**config.mk**
```make
export PLATFORM = sky130hd
export DESIGN_NAME = cpm_core
export DESIGN_NICKNAME = d
export VERILOG_FILES = /design/src/hdl/cpm_pkg.sv /design/src/hdl/cpm_regfile.sv /design/src/hdl/cpm_core.sv
export SDC_FILE = /design/constraint.sdc
export NUM_CORES = 2
export LEC_CHECK = 0
export ABC_AREA = 1
export ABC_CLOCK_PERIOD_IN_PS = 7950
export BUFFER_PORTS_ARGS = -buffer_cell sky130_fd_sc_hd__buf_2
export CAP_MARGIN = 20
export CORE_ASPECT_RATIO = 0.5
export CORE_MARGIN = 2
export CORE_UTILIZATION = 40
export CTS_BUF_LIST = sky130_fd_sc_hd__clkbuf_8
export DETAILED_ROUTE_END_ITERATION = 12
export SETUP_SLACK_MARGIN = 0.3
export SYNTH_ARGS = -nofsm -noshare
export SYNTH_HDL_FRONTEND = slang
export SYNTH_SLANG_ARGS = --single-unit
```
**constraint.sdc**
```tcl
create_clock -name i_mclk -period 7.95 [get_ports i_mclk]
set_clock_uncertainty 0.1 [all_clocks]
set_input_delay 0.795 -clock i_mclk [delete_from_list [all_inputs] [get_ports i_mclk]]
set_output_delay 0.795 -clock i_mclk [all_outputs]
set_load 0.01 [all_outputs]
```
**src/hdl/cpm_pkg.sv**
```systemverilog
// Shared constants, encodings and carrier types of the core and its address map
package cpm_pkg;

   // ---------------------------------------------------------------
   // Address widths and data-space map
   // ---------------------------------------------------------------
   localparam int          PC_W          = 23;
   localparam int          DA_W          = 24;
   localparam logic [23:0] IO_DIRECT_END = 24'h00003F;
   localparam logic [23:0] XIO_END       = 24'h000FFF;
   localparam logic [23:0] EEMAP_START   = 24'h001000;
   localparam logic [23:0] EEMAP_END     = 24'h001FFF;
   localparam logic [23:0] SRAM_START    = 24'h002000;
   localparam logic [23:0] SRAM_END      = 24'h003FFF;
   localparam logic [23:0] XRAM_END      = 24'h7FFFFF;
   localparam logic [15:0] SP_RESET      = 16'h3FFF;

   // ---------------------------------------------------------------
   // Core-internal I/O registers
   // ---------------------------------------------------------------
   localparam logic [5:0]  IOA_DEXT      = 6'h3B;
   localparam logic [5:0]  IOA_SPL       = 6'h3D;
   localparam logic [5:0]  IOA_SPH       = 6'h3E;
   localparam logic [5:0]  IOA_SREG      = 6'h3F;

   // ---------------------------------------------------------------
   // Program memory sections (word addresses), return size, pointer and source registers, addressing modes
   // ---------------------------------------------------------------
   localparam int          PM_BYTES      = 270336;
   localparam int          RET_LIMIT     = 131072;
   localparam logic [1:0]  RET_BYTES     = (PM_BYTES <= RET_LIMIT) ? 2'h2 : 2'h3;
   localparam logic [22:0] TBL_START     = 23'h01F000;
   localparam logic [22:0] BOOT_START    = 23'h020000;
   localparam logic [4:0]  PTR_BASE      = 5'h1A;
   localparam logic [4:0]  SPM_SRC_REG   = 5'h00;
   localparam logic [1:0]  MODE_POSTINC  = 2'h1;
   localparam logic [1:0]  MODE_PREDEC   = 2'h2;

   // ---------------------------------------------------------------
   // Encodings
   // ---------------------------------------------------------------
   typedef enum logic [1:0] {ST_RUN = 2'b00, ST_LOAD = 2'b01, ST_RET = 2'b10} cpm_state_e;

   typedef enum logic [3:0] {
      OP_NOP = 4'h0, OP_ALU_RR = 4'h1, OP_ADDI = 4'h2, OP_SUBI = 4'h3, OP_ANDI = 4'h4,
      OP_LDI = 4'h5, OP_SINGLE = 4'h6, OP_IO = 4'h7, OP_MEM = 4'h8, OP_RJMP = 4'h9,
      OP_RCALL = 4'hA, OP_RET = 4'hB, OP_IJMP = 4'hC, OP_SPM = 4'hD
   } cpm_op_e;

   typedef enum logic [3:0] {
      ALU_ADD = 4'h0, ALU_SUB = 4'h1, ALU_AND = 4'h2, ALU_OR = 4'h3, ALU_MOV = 4'h4,
      ALU_INC = 4'h5, ALU_DEC = 4'h6, ALU_COM = 4'h7, ALU_LSR = 4'h8
   } cpm_alu_e;

   // ---------------------------------------------------------------
   // Carriers
   // ---------------------------------------------------------------
   typedef struct packed {logic v; logic n; logic z; logic c;} cpm_sreg_s;
   typedef struct packed {logic xram; logic sram; logic eemap; logic xio; logic io;} cpm_dsel_s;
   typedef struct packed {logic boot_wr; logic tbl_rd; logic tbl_wr; logic app_rd; logic app_wr;} cpm_lock_s;
   typedef struct packed {logic wr; logic [22:0] addr; logic [15:0] data;} cpm_nvm_s;

   typedef struct packed {
      logic        rd;
      logic        wr;
      logic [23:0] addr;
      logic [1:0]  size;
      logic [23:0] wdata;
   } cpm_dreq_s;

   typedef struct packed {logic [31:0][7:0] r;} cpm_rf_s;

   typedef struct packed {
      cpm_state_e  st;
      logic [22:0] pc;
      logic [22:0] xpc;
      logic [15:0] ir;
      logic        irv;
      cpm_sreg_s   sreg;
      logic [15:0] sp;
      logic [7:0]  dext;
      cpm_dreq_s   dreq;
      cpm_dsel_s   dsel;
      logic        ld_int;
      logic [23:0] ld_intv;
      logic [4:0]  ld_rd;
      logic [1:0]  ld_size;
      cpm_nvm_s    nvm;
      logic        spm_denied;
   } cpm_core_s;

endpackage

```
**src/hdl/cpm_regfile.sv**
```systemverilog
// Working register file: 32 bytes, two read ports, one write port of up to three bytes
`timescale 1ns/1ns
module cpm_regfile
   import cpm_pkg::*;
(
   input  wire logic             i_mclk,
   input  wire logic             i_nrst,
   input  wire logic [4:0]       i_ra,
   input  wire logic [4:0]       i_rb,
   input  wire logic [2:0]       i_we,
   input  wire logic [4:0]       i_wa,
   input  wire logic [23:0]      i_wd,
   output logic      [23:0]      o_qa,
   output logic      [7:0]       o_qb,
   output logic      [2:0][15:0] o_ptr
);

   cpm_rf_s               rf_q;
   cpm_rf_s               rf_d;
   logic     [31:0][7:0]  nxt;

   // ---------------------------------------------------------------
   // Per-register write select
   // ---------------------------------------------------------------
   for (genvar gi = 0; gi < 32; gi++)
   begin : g_reg
      logic [4:0] off;
      assign off     = 5'(gi) - i_wa;
      assign nxt[gi] = (off < 5'h3 && i_we[off[1:0]]) ? i_wd[{off[1:0], 3'h0} +: 8] : rf_q.r[gi];
   end

   for (genvar gp = 0; gp < 3; gp++)
   begin : g_ptr
      assign o_ptr[gp] = {rf_q.r[PTR_BASE + 5'(2 * gp + 1)], rf_q.r[PTR_BASE + 5'(2 * gp)]};
   end

   // Both operands come out in the same cycle, so one instruction reads two registers
   assign o_qa = {rf_q.r[5'(i_ra + 5'h2)], rf_q.r[5'(i_ra + 5'h1)], rf_q.r[i_ra]};
   assign o_qb = rf_q.r[i_rb];

   always_comb
   begin
      rf_d   = rf_q;
      rf_d.r = nxt;
   end

   always_ff @(posedge i_mclk or negedge i_nrst)
   begin
      if (!i_nrst)
         rf_q <= '0;
      else
         rf_q <= rf_d;
   end

   a_rf_write_lands: assert property (@(posedge i_mclk) disable iff (!i_nrst)
      i_we[0] |=> rf_q.r[$past(i_wa)] == $past(i_wd[7:0]))
      else $error("register write did not land");

endmodule

```
**src/hdl/cpm_core.sv**
```systemverilog
// Core: prefetching execution pipe, ALU, stack and data-space address decoder
`timescale 1ns/1ns
module cpm_core
   import cpm_pkg::*;
(
   input  wire logic        i_mclk,
   input  wire logic        i_nrst,
   output logic      [22:0] o_pm_addr,
   input  wire logic [15:0] i_pm_data,
   output cpm_dreq_s        o_dm,
   output cpm_dsel_s        o_dm_sel,
   input  wire logic [23:0] i_dm_rdata,
   input  wire logic        i_eemap_en,
   input  wire cpm_lock_s   i_lock,
   output cpm_nvm_s         o_nvm,
   output cpm_sreg_s        o_sreg,
   output logic             o_spm_denied
);

   cpm_core_s          st_q;
   cpm_core_s          st_d;
   logic      [4:0]    rf_ra;
   logic      [4:0]    rf_rb;
   logic      [4:0]    rf_wa;
   logic      [2:0]    rf_we;
   logic      [23:0]   rf_wd;
   logic      [23:0]   rf_qa;
   logic      [7:0]    rf_qb;
   logic [2:0][15:0]   rf_ptr;
   logic      [3:0]    ex_op;
   logic      [4:0]    rd5;
   logic      [3:0]    alu_sel;
   logic      [7:0]    opb;
   logic      [11:0]   alu_out;
   logic               acc_rd;
   logic               acc_wr;
   logic               acc_ret;
   logic      [23:0]   acc_addr;
   logic      [1:0]    acc_size;
   logic      [23:0]   acc_wd;
   logic      [1:0]    psel;
   logic      [1:0]    sz;
   logic      [15:0]   ptr_new;
   logic      [22:0]   spm_tgt;
   logic               spm_lock;
   logic               int_hit;
   logic      [23:0]   int_val;
   logic      [23:0]   rd_val;

   // ---------------------------------------------------------------
   // Helpers
   // ---------------------------------------------------------------
   function automatic logic [11:0] alu_f(input logic [3:0] f, input logic [7:0] a, input logic [7:0] b,
                                         input logic c_in);
      logic [8:0] w;
      logic       v;
      w = 9'h000;
      v = 1'b0;
      case (f)
         ALU_ADD: begin w = {1'b0, a} + {1'b0, b}; v = (a[7] == b[7]) && (w[7] != a[7]); end
         ALU_SUB: begin w = {1'b0, a} - {1'b0, b}; v = (a[7] != b[7]) && (w[7] != a[7]); end
         ALU_AND: w = {1'b0, a & b};
         ALU_OR:  w = {1'b0, a | b};
         ALU_MOV: w = {c_in, b};
         ALU_INC: begin w = {c_in, 8'(a + 8'h01)}; v = (a == 8'h7F); end
         ALU_DEC: begin w = {c_in, 8'(a - 8'h01)}; v = (a == 8'h80); end
         ALU_COM: w = {1'b1, ~a};
         ALU_LSR: w = {a[0], 1'b0, a[7:1]};
         default: w = {c_in, a};
      endcase
      return {v, w[7], w[7:0] == 8'h00, w[8], w[7:0]};
   endfunction

   // Region decode; a disabled EEPROM window decodes to nothing and reads as zero
   function automatic cpm_dsel_s dec_f(input logic [23:0] a, input logic ee);
      cpm_dsel_s s;
      s = '0;
      if (a <= IO_DIRECT_END)
         s.io = 1'b1;
      else if (a <= XIO_END)
         s.xio = 1'b1;
      else if (a <= EEMAP_END)
         s.eemap = ee;
      else if (a <= SRAM_END)
         s.sram = 1'b1;
      else if (a <= XRAM_END)
         s.xram = 1'b1;
      return s;
   endfunction

   // ---------------------------------------------------------------
   // Register file
   // ---------------------------------------------------------------
   cpm_regfile u_rf (
      .i_mclk (i_mclk),
      .i_nrst (i_nrst),
      .i_ra   (rf_ra),
      .i_rb   (rf_rb),
      .i_we   (rf_we),
      .i_wa   (rf_wa),
      .i_wd   (rf_wd),
      .o_qa   (rf_qa),
      .o_qb   (rf_qb),
      .o_ptr  (rf_ptr)
   );

   // ---------------------------------------------------------------
   // Decode fields and internal register view
   // ---------------------------------------------------------------
   assign ex_op   = (st_q.st == ST_RUN && st_q.irv) ? st_q.ir[15:12] : OP_NOP;
   assign rd5     = st_q.ir[4:0];
   assign rf_rb   = st_q.ir[9:5];
   assign psel    = (st_q.ir[11:10] == 2'h3) ? 2'h2 : st_q.ir[11:10];
   assign sz      = (st_q.ir[7:6] == 2'h0) ? 2'h1 : st_q.ir[7:6];
   assign ptr_new = (st_q.ir[9:8] == MODE_PREDEC) ? rf_ptr[psel] - {14'h0000, sz}
                                                  : rf_ptr[psel] + {14'h0000, sz};
   assign spm_tgt = {st_q.dext[6:0], rf_ptr[2]};
   assign spm_lock = (spm_tgt >= BOOT_START) ? i_lock.boot_wr :
                     (spm_tgt >= TBL_START)  ? (i_lock.tbl_wr | i_lock.tbl_rd)
                                             : (i_lock.app_wr | i_lock.app_rd);
   assign int_hit = (acc_addr[23:6] == 18'h00000) &&
                    (acc_addr[5:0] == IOA_DEXT || acc_addr[5:0] == IOA_SPL ||
                     acc_addr[5:0] == IOA_SPH  || acc_addr[5:0] == IOA_SREG);
   // Stack pointer and status sit side by side, so a wide read sees them in one go
   assign int_val = (acc_addr[5:0] == IOA_SPL) ? {4'h0, st_q.sreg, st_q.sp} :
                    (acc_addr[5:0] == IOA_SPH) ? {12'h000, st_q.sreg, st_q.sp[15:8]} :
                    (acc_addr[5:0] == IOA_SREG) ? {20'h00000, st_q.sreg} : {16'h0000, st_q.dext};
   assign rd_val  = st_q.ld_int ? st_q.ld_intv :
                    (st_q.dsel == '0) ? 24'h000000 : i_dm_rdata;
   assign opb     = (ex_op >= OP_ADDI && ex_op <= OP_LDI) ? st_q.ir[7:0] : rf_qb;
   assign alu_out = alu_f(alu_sel, rf_qa[7:0], opb, st_q.sreg.c);

   // ---------------------------------------------------------------
   // Next-state logic
   // ---------------------------------------------------------------
   always_comb
   begin
      st_d            = st_q;
      st_d.dreq.rd    = 1'b0;
      st_d.dreq.wr    = 1'b0;
      st_d.nvm.wr     = 1'b0;
      st_d.spm_denied = 1'b0;
      rf_ra    = rd5;
      rf_we    = 3'h0;
      rf_wa    = rd5;
      rf_wd    = 24'h000000;
      alu_sel  = ALU_MOV;
      acc_rd   = 1'b0;
      acc_wr   = 1'b0;
      acc_ret  = 1'b0;
      acc_addr = 24'h000000;
      acc_size = 2'h1;
      acc_wd   = rf_qa;
      case (st_q.st)
         ST_RUN:
         begin
            // The next word is taken while the current one executes
            st_d.pc   = 23'(st_q.pc + 23'h1);
            st_d.xpc  = st_q.pc;
            st_d.ir   = i_pm_data;
            st_d.irv  = 1'b1;
            st_d.dsel = '0;
            case (ex_op)
               OP_ALU_RR, OP_ADDI, OP_SUBI, OP_ANDI, OP_LDI, OP_SINGLE:
               begin
                  if (ex_op == OP_ALU_RR)
                     alu_sel = {2'h0, st_q.ir[11:10]};
                  else if (ex_op == OP_SINGLE)
                     alu_sel = 4'(ALU_INC + {2'h0, st_q.ir[6:5]});
                  else if (ex_op == OP_LDI)
                     alu_sel = ALU_MOV;
                  else
                     alu_sel = 4'(ex_op - OP_ADDI);
                  if (ex_op != OP_ALU_RR && ex_op != OP_SINGLE)
                     rf_ra = {1'b1, st_q.ir[11:8]};
                  rf_we = 3'h1;
                  rf_wa = rf_ra;
                  rf_wd = {16'h0000, alu_out[7:0]};
                  if (alu_sel != ALU_MOV)
                     st_d.sreg = alu_out[11:8];
               end
               OP_IO:
               begin
                  // Only six address bits, so direct I/O never reaches past the first 64
                  acc_addr = {18'h00000, st_q.ir[10:5]};
                  acc_wr   = st_q.ir[11];
                  acc_rd   = !st_q.ir[11];
               end
               OP_MEM:
               begin
                  acc_addr = {st_q.dext, (st_q.ir[9:8] == MODE_PREDEC) ? ptr_new : rf_ptr[psel]};
                  acc_size = sz;
                  acc_wr   = st_q.ir[5];
                  acc_rd   = !st_q.ir[5];
                  if (st_q.ir[9:8] == MODE_POSTINC || st_q.ir[9:8] == MODE_PREDEC)
                  begin
                     rf_we = 3'h3;
                     rf_wa = 5'(PTR_BASE + {2'h0, psel, 1'b0});
                     rf_wd = {8'h00, ptr_new};
                  end
               end
               OP_RJMP, OP_RCALL:
               begin
                  st_d.pc  = 23'(st_q.xpc + 23'h1 + {{11{st_q.ir[11]}}, st_q.ir[11:0]});
                  st_d.irv = 1'b0;
                  if (ex_op == OP_RCALL)
                  begin
                     acc_wr   = 1'b1;
                     acc_size = RET_BYTES;
                     acc_addr = 24'({8'h00, st_q.sp} - {22'h000000, RET_BYTES} + 24'h000001);
                     acc_wd   = {1'b0, 23'(st_q.xpc + 23'h1)};
                     st_d.sp  = 16'(st_q.sp - {14'h0000, RET_BYTES});
                  end
               end
               OP_RET:
               begin
                  acc_rd   = 1'b1;
                  acc_ret  = 1'b1;
                  acc_size = RET_BYTES;
                  acc_addr = 24'({8'h00, st_q.sp} + 24'h000001);
                  st_d.sp  = 16'(st_q.sp + {14'h0000, RET_BYTES});
                  st_d.irv = 1'b0;
               end
               OP_IJMP:
               begin
                  st_d.pc  = spm_tgt;
                  st_d.irv = 1'b0;
               end
               OP_SPM:
               begin
                  // Only code running from the boot section may store into flash
                  rf_ra = SPM_SRC_REG;
                  if (st_q.xpc >= BOOT_START && !spm_lock)
                  begin
                     st_d.nvm.wr   = 1'b1;
                     st_d.nvm.addr = spm_tgt;
                     st_d.nvm.data = rf_qa[15:0];
                  end
                  else
                     st_d.spm_denied = 1'b1;
               end
               default:
               begin
               end
            endcase
            if (acc_rd || acc_wr)
            begin
               if (int_hit)
               begin
                  if (acc_wr)
                  begin
                     case (acc_addr[5:0])
                        IOA_DEXT: st_d.dext = acc_wd[7:0];
                        IOA_SPL:
                        begin
                           st_d.sp[7:0] = acc_wd[7:0];
                           if (acc_size != 2'h1)
                              st_d.sp[15:8] = acc_wd[15:8];
                        end
                        IOA_SPH:  st_d.sp[15:8] = acc_wd[7:0];
                        default:  st_d.sreg = acc_wd[3:0];
                     endcase
                  end
               end
               else
               begin
                  st_d.dreq.rd    = acc_rd;
                  st_d.dreq.wr    = acc_wr;
                  st_d.dreq.addr  = acc_addr;
                  st_d.dreq.size  = acc_size;
                  st_d.dreq.wdata = acc_wd;
                  st_d.dsel       = dec_f(acc_addr, i_eemap_en);
               end
               if (acc_rd)
               begin
                  st_d.ld_int  = int_hit;
                  st_d.ld_intv = int_val;
                  st_d.ld_rd   = rd5;
                  st_d.ld_size = acc_size;
                  st_d.st      = acc_ret ? ST_RET : ST_LOAD;
               end
            end
         end
         ST_LOAD:
         begin
            // Fetch and the prefetched word hold for this one cycle
            rf_we     = {st_q.ld_size == 2'h3, st_q.ld_size != 2'h1, 1'b1};
            rf_wa     = st_q.ld_rd;
            rf_wd     = rd_val;
            st_d.dsel = '0;
            st_d.st   = ST_RUN;
         end
         ST_RET:
         begin
            st_d.pc   = rd_val[22:0];
            st_d.dsel = '0;
            st_d.st   = ST_RUN;
         end
         default:
            st_d.st = ST_RUN;
      endcase
   end

   // ---------------------------------------------------------------
   // State register
   // ---------------------------------------------------------------
   always_ff @(posedge i_mclk or negedge i_nrst)
   begin
      if (!i_nrst)
      begin
         st_q    <= '0;
         st_q.sp <= SP_RESET;
      end
      else
         st_q <= st_d;
   end

   assign o_pm_addr    = st_q.pc;
   assign o_dm         = st_q.dreq;
   assign o_dm_sel     = st_q.dsel;
   assign o_nvm        = st_q.nvm;
   assign o_sreg       = st_q.sreg;
   assign o_spm_denied = st_q.spm_denied;

   // ---------------------------------------------------------------
   // Checks
   // ---------------------------------------------------------------
   a_reset_fetch_zero: assert property (@(posedge i_mclk) disable iff (!i_nrst)
      $rose(i_nrst) |-> o_pm_addr == 23'h000000 && !st_q.irv)
      else $error("fetch did not start at zero");

   a_fetch_every_cycle: assert property (@(posedge i_mclk) disable iff (!i_nrst)
      ex_op == OP_ALU_RR |=> st_q.irv && o_pm_addr == 23'($past(o_pm_addr) + 23'h1))
      else $error("prefetch stalled on a plain instruction");

   a_alu_zero_flag: assert property (@(posedge i_mclk) disable iff (!i_nrst)
      ex_op == OP_ALU_RR |=> o_sreg.z == ($past(alu_out[7:0]) == 8'h00))
      else $error("zero flag does not match result");

   a_io_low_space: assert property (@(posedge i_mclk) disable iff (!i_nrst)
      (o_dm.rd || o_dm.wr) && o_dm.addr <= XIO_END |-> (o_dm_sel.io || o_dm_sel.xio))
      else $error("low space not routed to I/O");

   a_io_direct_path: assert property (@(posedge i_mclk) disable iff (!i_nrst)
      ex_op == OP_IO && !int_hit |=> (o_dm.rd || o_dm.wr) && o_dm_sel.io)
      else $error("direct I/O access missed the I/O region");

   a_ee_window_sel: assert property (@(posedge i_mclk) disable iff (!i_nrst)
      (o_dm.rd || o_dm.wr) && o_dm.addr >= EEMAP_START && o_dm.addr <= EEMAP_END
      |-> o_dm_sel.eemap == $past(i_eemap_en) && !o_dm_sel.sram)
      else $error("EEPROM window decoded wrongly");

   a_sram_base_addr: assert property (@(posedge i_mclk) disable iff (!i_nrst)
      o_dm_sel.sram |-> o_dm.addr >= SRAM_START && o_dm.addr <= SRAM_END)
      else $error("SRAM selected outside its range");

   a_unmapped_zero: assert property (@(posedge i_mclk) disable iff (!i_nrst)
      st_q.st == ST_LOAD && !st_q.ld_int && st_q.dsel == '0 |-> rf_we[0] && rf_wd == 24'h000000)
      else $error("unmapped read returned nonzero");

   a_spm_from_boot: assert property (@(posedge i_mclk) disable iff (!i_nrst)
      o_nvm.wr |-> $past(st_q.xpc) >= BOOT_START)
      else $error("flash store issued outside boot section");

   a_call_push_size: assert property (@(posedge i_mclk) disable iff (!i_nrst)
      ex_op == OP_RCALL |=> o_dm.wr && o_dm.size == RET_BYTES &&
                            st_q.sp == 16'($past(st_q.sp) - {14'h0000, RET_BYTES}))
      else $error("call pushed wrong return size");

endmodule

```
# --- Word-level counts from Yosys, hierarchy flattened ---
# Cells that the tools add are included.
word_totals:
  regBits: 475
  latch_bits: 0
  ramBits: 0
  romBits: 0
  inputBits: 48
  output_inout_bits: 125
  wordCells: 501
  n_memories: 0
classes:
  n_addsub: 51
  n_mul: 0
  div: 0
  order_cmp: 79
  n_eq_ne: 47
  shifts: 32
  mux: 160
  bitwise_logic: 6
  n_reduce_logical: 65
op_table:
  columns: ["cell", "count"]
  rows:
  - ["$shiftx 24x6->8", 32]
  - ["$mux 24", 7]
  - ["$bmux 8 s5", 4]
  - ["$lt 5x2->1 const B", 32]
  - ["$mux 117", 1]
  - ["$lt 2x3->1 const B", 33]
  - ["$pmux 24 s4", 1]
  - ["$pmux 23 s2", 2]
  - ["$mux 41", 2]
  - ["$pmux 9 s9", 1]
  - ["$mux 16", 5]
  - ["$sub 5x5->5 const A", 16]
  - ["$mux 8", 9]
  - ["$bmux 1 s2", 32]
  - ["$pmux 16 s2", 2]
  - ["$mux 57", 1]
  - ["$mux 28", 2]
  - ["$mux 52", 1]
  - ["$mux 4", 12]
  - ["$pmux 24 s2", 1]
  - ["$mux 1", 47]
  - ["$add 23x1->23 const B", 2]
  - ["$ge 23x18->1 const B", 2]
  - ["$eq 6x6->1 const B", 7]
  - ["79 further kinds", 186]

# --- Logic depth before layout (Yosys ltp) ---
logic_depth:
  ltp_word: 21
  depth_mapped: 43
  depth_no_buf: 40

# --- Cells and area by module ---
# From an unflattened synthesis, not the netlist that was laid out.
hier_totals:
  hier_cells: 6543
  area_unflattened_um2: 41005.6
modules_own_cells:
  columns: ["mod", "instances", "cells_each", "area_each_um2", "seq_area_each_um2"]
  rows:
  - ["cpm_regfile", 1, 3619, 21774.6, 6406.1]
  - ["cpm_core", 1, 2924, 19230.9, 5497.8]

# --- Worst setup path after synthesis ---
# Ideal clock, no wire load.
synth_timing:
  path_type: "flip-flop to flip-flop"
  startpoint: "reg st_q, in the netlist rf_rb[3]"
  endpoint: "reg st_q[152] (netlist name)"
  setup_ns: 0.117
  t_arrival_ns: 4.876
  required_ns: 7.733
  slack_ns: 2.857
  stages_incl_launch_ff: 31
  path_buffers: 6
  synth_period_minus_slack_ns: 5.093
  path_cell_list: "dfrtp_1 > inv_1 > clkbuf_1 > buf_1 > ha_1 > clkbuf_1 > clkbuf_1 > clkbuf_1 > o21ai_0 > fa_1 > nand3_1 > nand2_1 > nand2_1 > nand2_1 > a21oi_1 > o21bai_1 > xnor2_1 > nand2_1 > a31oi_1 > nand2_1 > nor4_1 > nand4_1 > nor3_2 > nand2_2 > nor2_4 > buf_6 > nand2_4 > nand2_1 > nand2_1 > o21ai_1 > inv_1"
synth_via:
  elab_chain_len: 13
  word_cells_on_any_way: 32
  classes_between: "add/sub (1); eq/ne (7); mux (19); reduce/logical (5)"
synth_rtl:
  columns: ["element", "line_no", "text"]
  rows:
  - ["start: declaration", "cpm_core.sv:20", "cpm_core_s st_q;"]
  - ["start signal: assignment", "cpm_core.sv:315", "st_q <= st_d;"]
  - ["$mux 5 or $eq 2x2->1 (tied branches)", "cpm_core.sv:174, cpm_core.sv:115, cpm_core.sv:191", null]
  - ["$pmux 5 s2 or $mux 16 (tied branches)", "cpm_core.sv:163, cpm_core.sv:115", null]
  - ["$mux 5 or $mux 16 (tied branches)", "cpm_core.sv:154, cpm_core.sv:191", null]
  - ["$add 5x1->5 or $pmux 24 s4 (tied branches)", "cpm_regfile.sv:38, cpm_core.sv:163", null]
  - ["$bmux 8 s5 or $mux 24 (tied branches)", "cpm_regfile.sv:38, cpm_core.sv:154", null]
  - ["$mux 8 (not written as such) or $mux 24 (tied branches)", "cpm_regfile.sv:38, cpm_core.sv:154", null]
  - ["$mux 24 or $eq 6x6->1 (tied branches)", "cpm_core.sv:206, cpm_core.sv:122", null]
  - ["$mux 24 or $logic_or 1x1->1 (tied branches)", "cpm_core.sv:163, cpm_core.sv:122", null]
  - ["$mux 8 or $logic_or 1x1->1 (tied branches)", "cpm_core.sv:257, cpm_core.sv:122", null]
  - ["$pmux 8 s2 or $logic_or 1x1->1 (tied branches)", "cpm_core.sv:252, cpm_core.sv:123", null]
  - ["$mux 28 or $logic_and 1x1->1 (tied branches)", "cpm_core.sv:250, cpm_core.sv:121", null]
  - ["$mux 28 *", "cpm_core.sv:248", "if (int_hit)"]
  - ["$mux 117 *", "cpm_core.sv:246", "if (acc_rd || acc_wr)"]
# Mark *: on every way between the ends. The rest lies on a longest branch, timed or not. The select of a mux whose other input is x is not followed.
# A chain may end at the register's enable or synchronous reset.

# --- Worst setup path after layout ---
layout_timing:
  startpoint: "reg st_q[221] (netlist name)"
  endpoint: "reg u_rf.rf_q[15] (netlist name)"
layout_via:
  word_cells_on_any_way: 62
  classes_between: "add/sub (6); order compare (3); eq/ne (19); shift (1); mux (23); bitwise (3); reduce/logical (7)"
layout_lines:
  columns: ["element", "line_no", "text"]
  rows:
  - ["$logic_not 2->1 *", "cpm_core.sv:110, cpm_core.sv:154", null]
  - ["$logic_and 1x1->1", "cpm_core.sv:110", "assign ex_op = (st_q.st == ST_RUN && st_q.irv) ? st_q.ir[15:12] : OP_NOP;"]
  - ["$mux 4", "cpm_core.sv:110", null]
  - ["$ne 4x1->1 or $ne 4x3->1 (tied branches)", "cpm_core.sv:174", "if (ex_op != OP_ALU_RR && ex_op != OP_SINGLE)"]
  - ["$logic_and 1x1->1", "cpm_core.sv:174", null]
  - ["$mux 5", "cpm_core.sv:174", null]
  - ["$pmux 5 s2", "cpm_core.sv:163", "case (ex_op)"]
  - ["$mux 5 *", "cpm_core.sv:154", "case (st_q.st)"]
  - ["$bmux 8 s5 *", "cpm_regfile.sv:38", "assign o_qa = {rf_q.r[5'(i_ra + 5'h2)], rf_q.r[5'(i_ra + 5'h1)], rf_q.r[i_ra]};"]
  - ["$mux 8 (not written as such) *", "cpm_regfile.sv:38", null]
  - ["net rf_qa[1]", "cpm_core.sv:27", "logic [23:0] rf_qa;"]
  - ["$sub 8x1->8 (tied with other cells)", "cpm_core.sv:66", "ALU_DEC: begin w = {c_in, 8'(a - 8'h01)}; v = (a == 8'h80); end"]
  - ["$pmux 9 s9 *", "cpm_core.sv:59", "case (f)"]
  - ["$pmux 16 s2 *", "cpm_core.sv:163", null]
  - ["$pmux 24 s2 *", "cpm_core.sv:154", null]
  - ["$shiftx 24x6->8 *", "cpm_regfile.sv:29", "assign nxt[gi] = (off < 5'h3 && i_we[off[1:0]]) ? i_wd[{off[1:0], 3'h0} +: 8] : rf_q.r[gi];"]
  - ["end signal: assignment", "cpm_regfile.sv:52", "rf_q <= rf_d;"]
  - ["end: declaration", "cpm_regfile.sv:18", "cpm_rf_s rf_q;"]
# The timed path passes the listed nets; every way through them passes the cells marked *. The select of a mux whose other input is x is not followed.

==> flow_metrics.tcl <==
set metrics [dict create \
    grt_max_degree 147 \
    synthCells 5795 \
    clock_path_buffers 3 \
    fin_crit_sh 0.912 \
    cts_tree "done" \
    cts_root_buf "clkbuf_8" \
    finalWeightedCongestion 1.06 \
    crit_family "simple AND/OR/NAND/NOR gates" \
    cp_max_fo 10 \
    grt_pass1_vias 40258 \
    die_x_um 443 \
    ys_top_cells_by_count "1447 x nand2_1, 722 x nand3_1, 601 x o21ai_0" \
    layout-area-overhead-vs-synth_pct 8.45 \
    numPortBuffers 172 \
    max-cap-violations 0 \
    yosysMostFrequentCell "nand2_1" \
    die_area_um2 99100 \
    slew_viol_final 0 \
    postRouteAntennaNets 0 \
    min_period_ns 7.25 \
    cts_buffers 82 \
    end_kind "flip-flop" \
    setup_tns_ns 0 \
    async_flop_share 1.00 \
    criticalPathCategory "reg2reg" \
    hold_violations 0 \
    fmax_ghz 0.138 \
    cp-endpoint "u_rf.rf_q[15]" \
    overflow 0 \
    wl_per_cell_um 29.3 \
    ys_seq_area_frac 0.309 \
    syn_area_um2 38600 \
    ys_warn_count 0 \
    hold_slack_ns 0.137 \
    slew-limit-headroom 0.206 \
    synth-edff-count 0 \
    rows 80 \
    critPathLaunch "st_q[221]" \
    ys_seq_elements 475 \
    rsz0062_at_grt "no" \
    num-fill-cells 10183 \
    layout.nets 5949 \
    arrival_ns 7.84 \
    drt_iter0_drc 6938 \
    cpMaxStageDelayCell "nand2_1" \
    dpl_cell_area_um2 40200 \
    synth_top_area_share 0.299 \
    clk_pin_slew_worst_paths_ns 0.07 \
    setup_viol_count_final 0 \
    vias 44250 \
    rrSetupSlack_ns 0.70 \
    reg2reg_to "u_rf.rf_q[15]" \
    cts_sinks 475 \
    antenna_found_initial 13 \
    drtPass1Iterations 7 \
    synth_cell_types 73 \
    regArea_um2 11900 \
    vias_per_cell 6.21 \
    core_area_um2 95500 \
    rr_startpoint "st_q[221]" \
    grt_pass1_wl_um 294000 \
    io_pins 173 \
    initial_core_util 0.404 \
    synth_largest_area_cell "dfrtp_1" \
    avgSynthCellArea_um2 6.66 \
    grt_use_total 0.412 \
    max_stage_delay_ns 0.50 \
    worst_pin_slew_ns 1.19 \
    synth_fp_nets 5947 \
    multiInputGateArea_um2 22100 \
    crit_buf_inv 4 \
    cts_max_level 3 \
    cp-start-kind "flip-flop" \
    clk_latency_ns 0.83 \
    final_area_um2 41800 \
    crit_top_cell "nand2_1" \
    hold_path_class "in2reg" \
    r2r_cells 37 \
    dp_hpwl_um 156000 \
    final_layout_size_suffix_gt1_frac 0.108 \
    worst-path-stages 37 \
    synth.area.top_cells "dfrtp_1 30%, nand2_1 14%, nand3_1 9.4%" \
    wirelength_um 209000 \
    status "complete, no violations" \
    synthFlopType "dfrtp_1" \
    dieHeight_um 224 \
    postCtsSetupBuffers 0 \
    drcViolationCount 0 \
    crit_required_ns 8.54 \
]
==> repair_timing <==
| item | CTS | global route |
|---|---|---|
| setup endpoints to repair | 0 | 0 |
| hold buffers | 1 | 0 |
| resized for setup | 0 | 0 |
| endpoints found under the hold margin | 67 | 0 |
==> stage by stage <==
stage	utilization	setup WS, ns	std cells
5_1_grt	0.438	0.495	7122
6_report	0.438	0.703	7127
2_1_floorplan	-	2.86	5795
4_1_cts	0.438	1.07	7118
3_3_place_gp	0.421	1.25	6980
3_5_place_dp	0.421	1.14	6980
==> cell families (layout without fill, tap and decap cells) <==
family	Yosys count	after routing	share of synthesized area
flip-flops	475	475	0.309
adder cells (fa/ha/maj)	104	104	0.0347
multiplexers	4	4	0.00169
buffers and inverters	1019	1074	0.119
AO/OA/AOI/OAI	1472	1472	0.217
other	0	6	0
AND/OR/NAND/NOR	2647	2647	0.301
XOR/XNOR	74	74	0.0174
==> cell usage in the layout, fill, tap and decap left out, types with 11 or more instances in the layout <==
| master | n |
|---|---|
| buf_12 | 17 |
| or2_2 | 11 |
| xor2_1 | 61 |
| ha_1 | 97 |
| o221ai_1 | 22 |
| clkbuf_8 | 97 |
| clkinv_1 | 19 |
| dfrtp_1 | 459 |
| inv_2 | 31 |
| nor4_1 | 22 |
| buf_4 | 152 |
| o211ai_1 | 121 |
| nor3_1 | 54 |
| a22oi_1 | 13 |
| nand4_1 | 23 |
| dfstp_2 | 14 |
| buf_2 | 171 |
| o311ai_0 | 18 |
| nand3_2 | 23 |
| a21oi_1 | 371 |
| nand2_1 | 1446 |
| o21ai_1 | 160 |
| o2111ai_1 | 15 |
| nor2_2 | 19 |
| nand3_1 | 721 |
| o21ai_0 | 599 |
| o31ai_1 | 11 |
| nand2_2 | 16 |
| a221oi_1 | 11 |
| a211oi_1 | 13 |
| inv_1 | 567 |
| o22ai_1 | 39 |
| nor2_1 | 267 |
| a31oi_1 | 20 |
==> layout make-up <==
cell class	instances	area share
clock inverter	40	0.00574
inverter	593	0.0533
tap	1271	0.0380
multi-input combinational	4301	0.529
timing repair buffer	344	0.0568
sequential	475	0.285
antenna	6	0.000359
clock buffer	97	0.0319
==> state kept, by name, indices dropped and copies added, names as in the netlist, 4 cells and up <==
| name | count |
|---|---|
| o_dm_sel | 5 |
| spm_tgt | 7 |
| o_sreg | 4 |
| u_rf.o_ptr | 48 |
| u_rf.rf_q | 208 |
| o_dm | 52 |
| o_nvm | 40 |
| st_q | 77 |
| rf_rb | 5 |
| rd5 | 5 |
| o_pm_addr | 23 |
==> worst min-delay path by stage <==
stage	cells after the start	from	slack, ns	endpoint
6_report	3	i_pm_data[14]	0.14	st_q[173]
5_1_grt	3	i_pm_data[8]	0.11	rf_rb[3]
4_1_cts	3	i_pm_data[14]	0.1	st_q[173]
3_5_place_dp	2	o_dm[49]	0.35	o_dm[49]
3_3_place_gp	2	o_dm[42]	0.35	o_dm[42]
2_1_floorplan	2	o_dm[13]	0.34	o_dm[13]
==> worst reg2reg max path, delay by kind of cell (launching register included) <==
| kind | cells | cell delay (ns) |
|---|---|---|
| AND/OR/NAND/NOR | 22 | 3.94 |
| AO/OA/AOI/OAI | 8 | 1.31 |
| buffers and inverters | 4 | 0.65 |
| adder cells (fa/ha/maj) | 2 | 0.55 |
| flip-flops | 1 | 0.41 |
| XOR/XNOR | 1 | 0.17 |
==> layer usage <==
layer / global-route usage / share of wire
met1: 0.563 / 0.41
met5: 0 / 0.00059
met4: 0.190 / 0.052
met3: 0.141 / 0.13
met2: 0.581 / 0.40
Power is left out: the tool's default activity adds up to more than one toggle a clock period on the data nets, which glitch-free logic cannot reach.
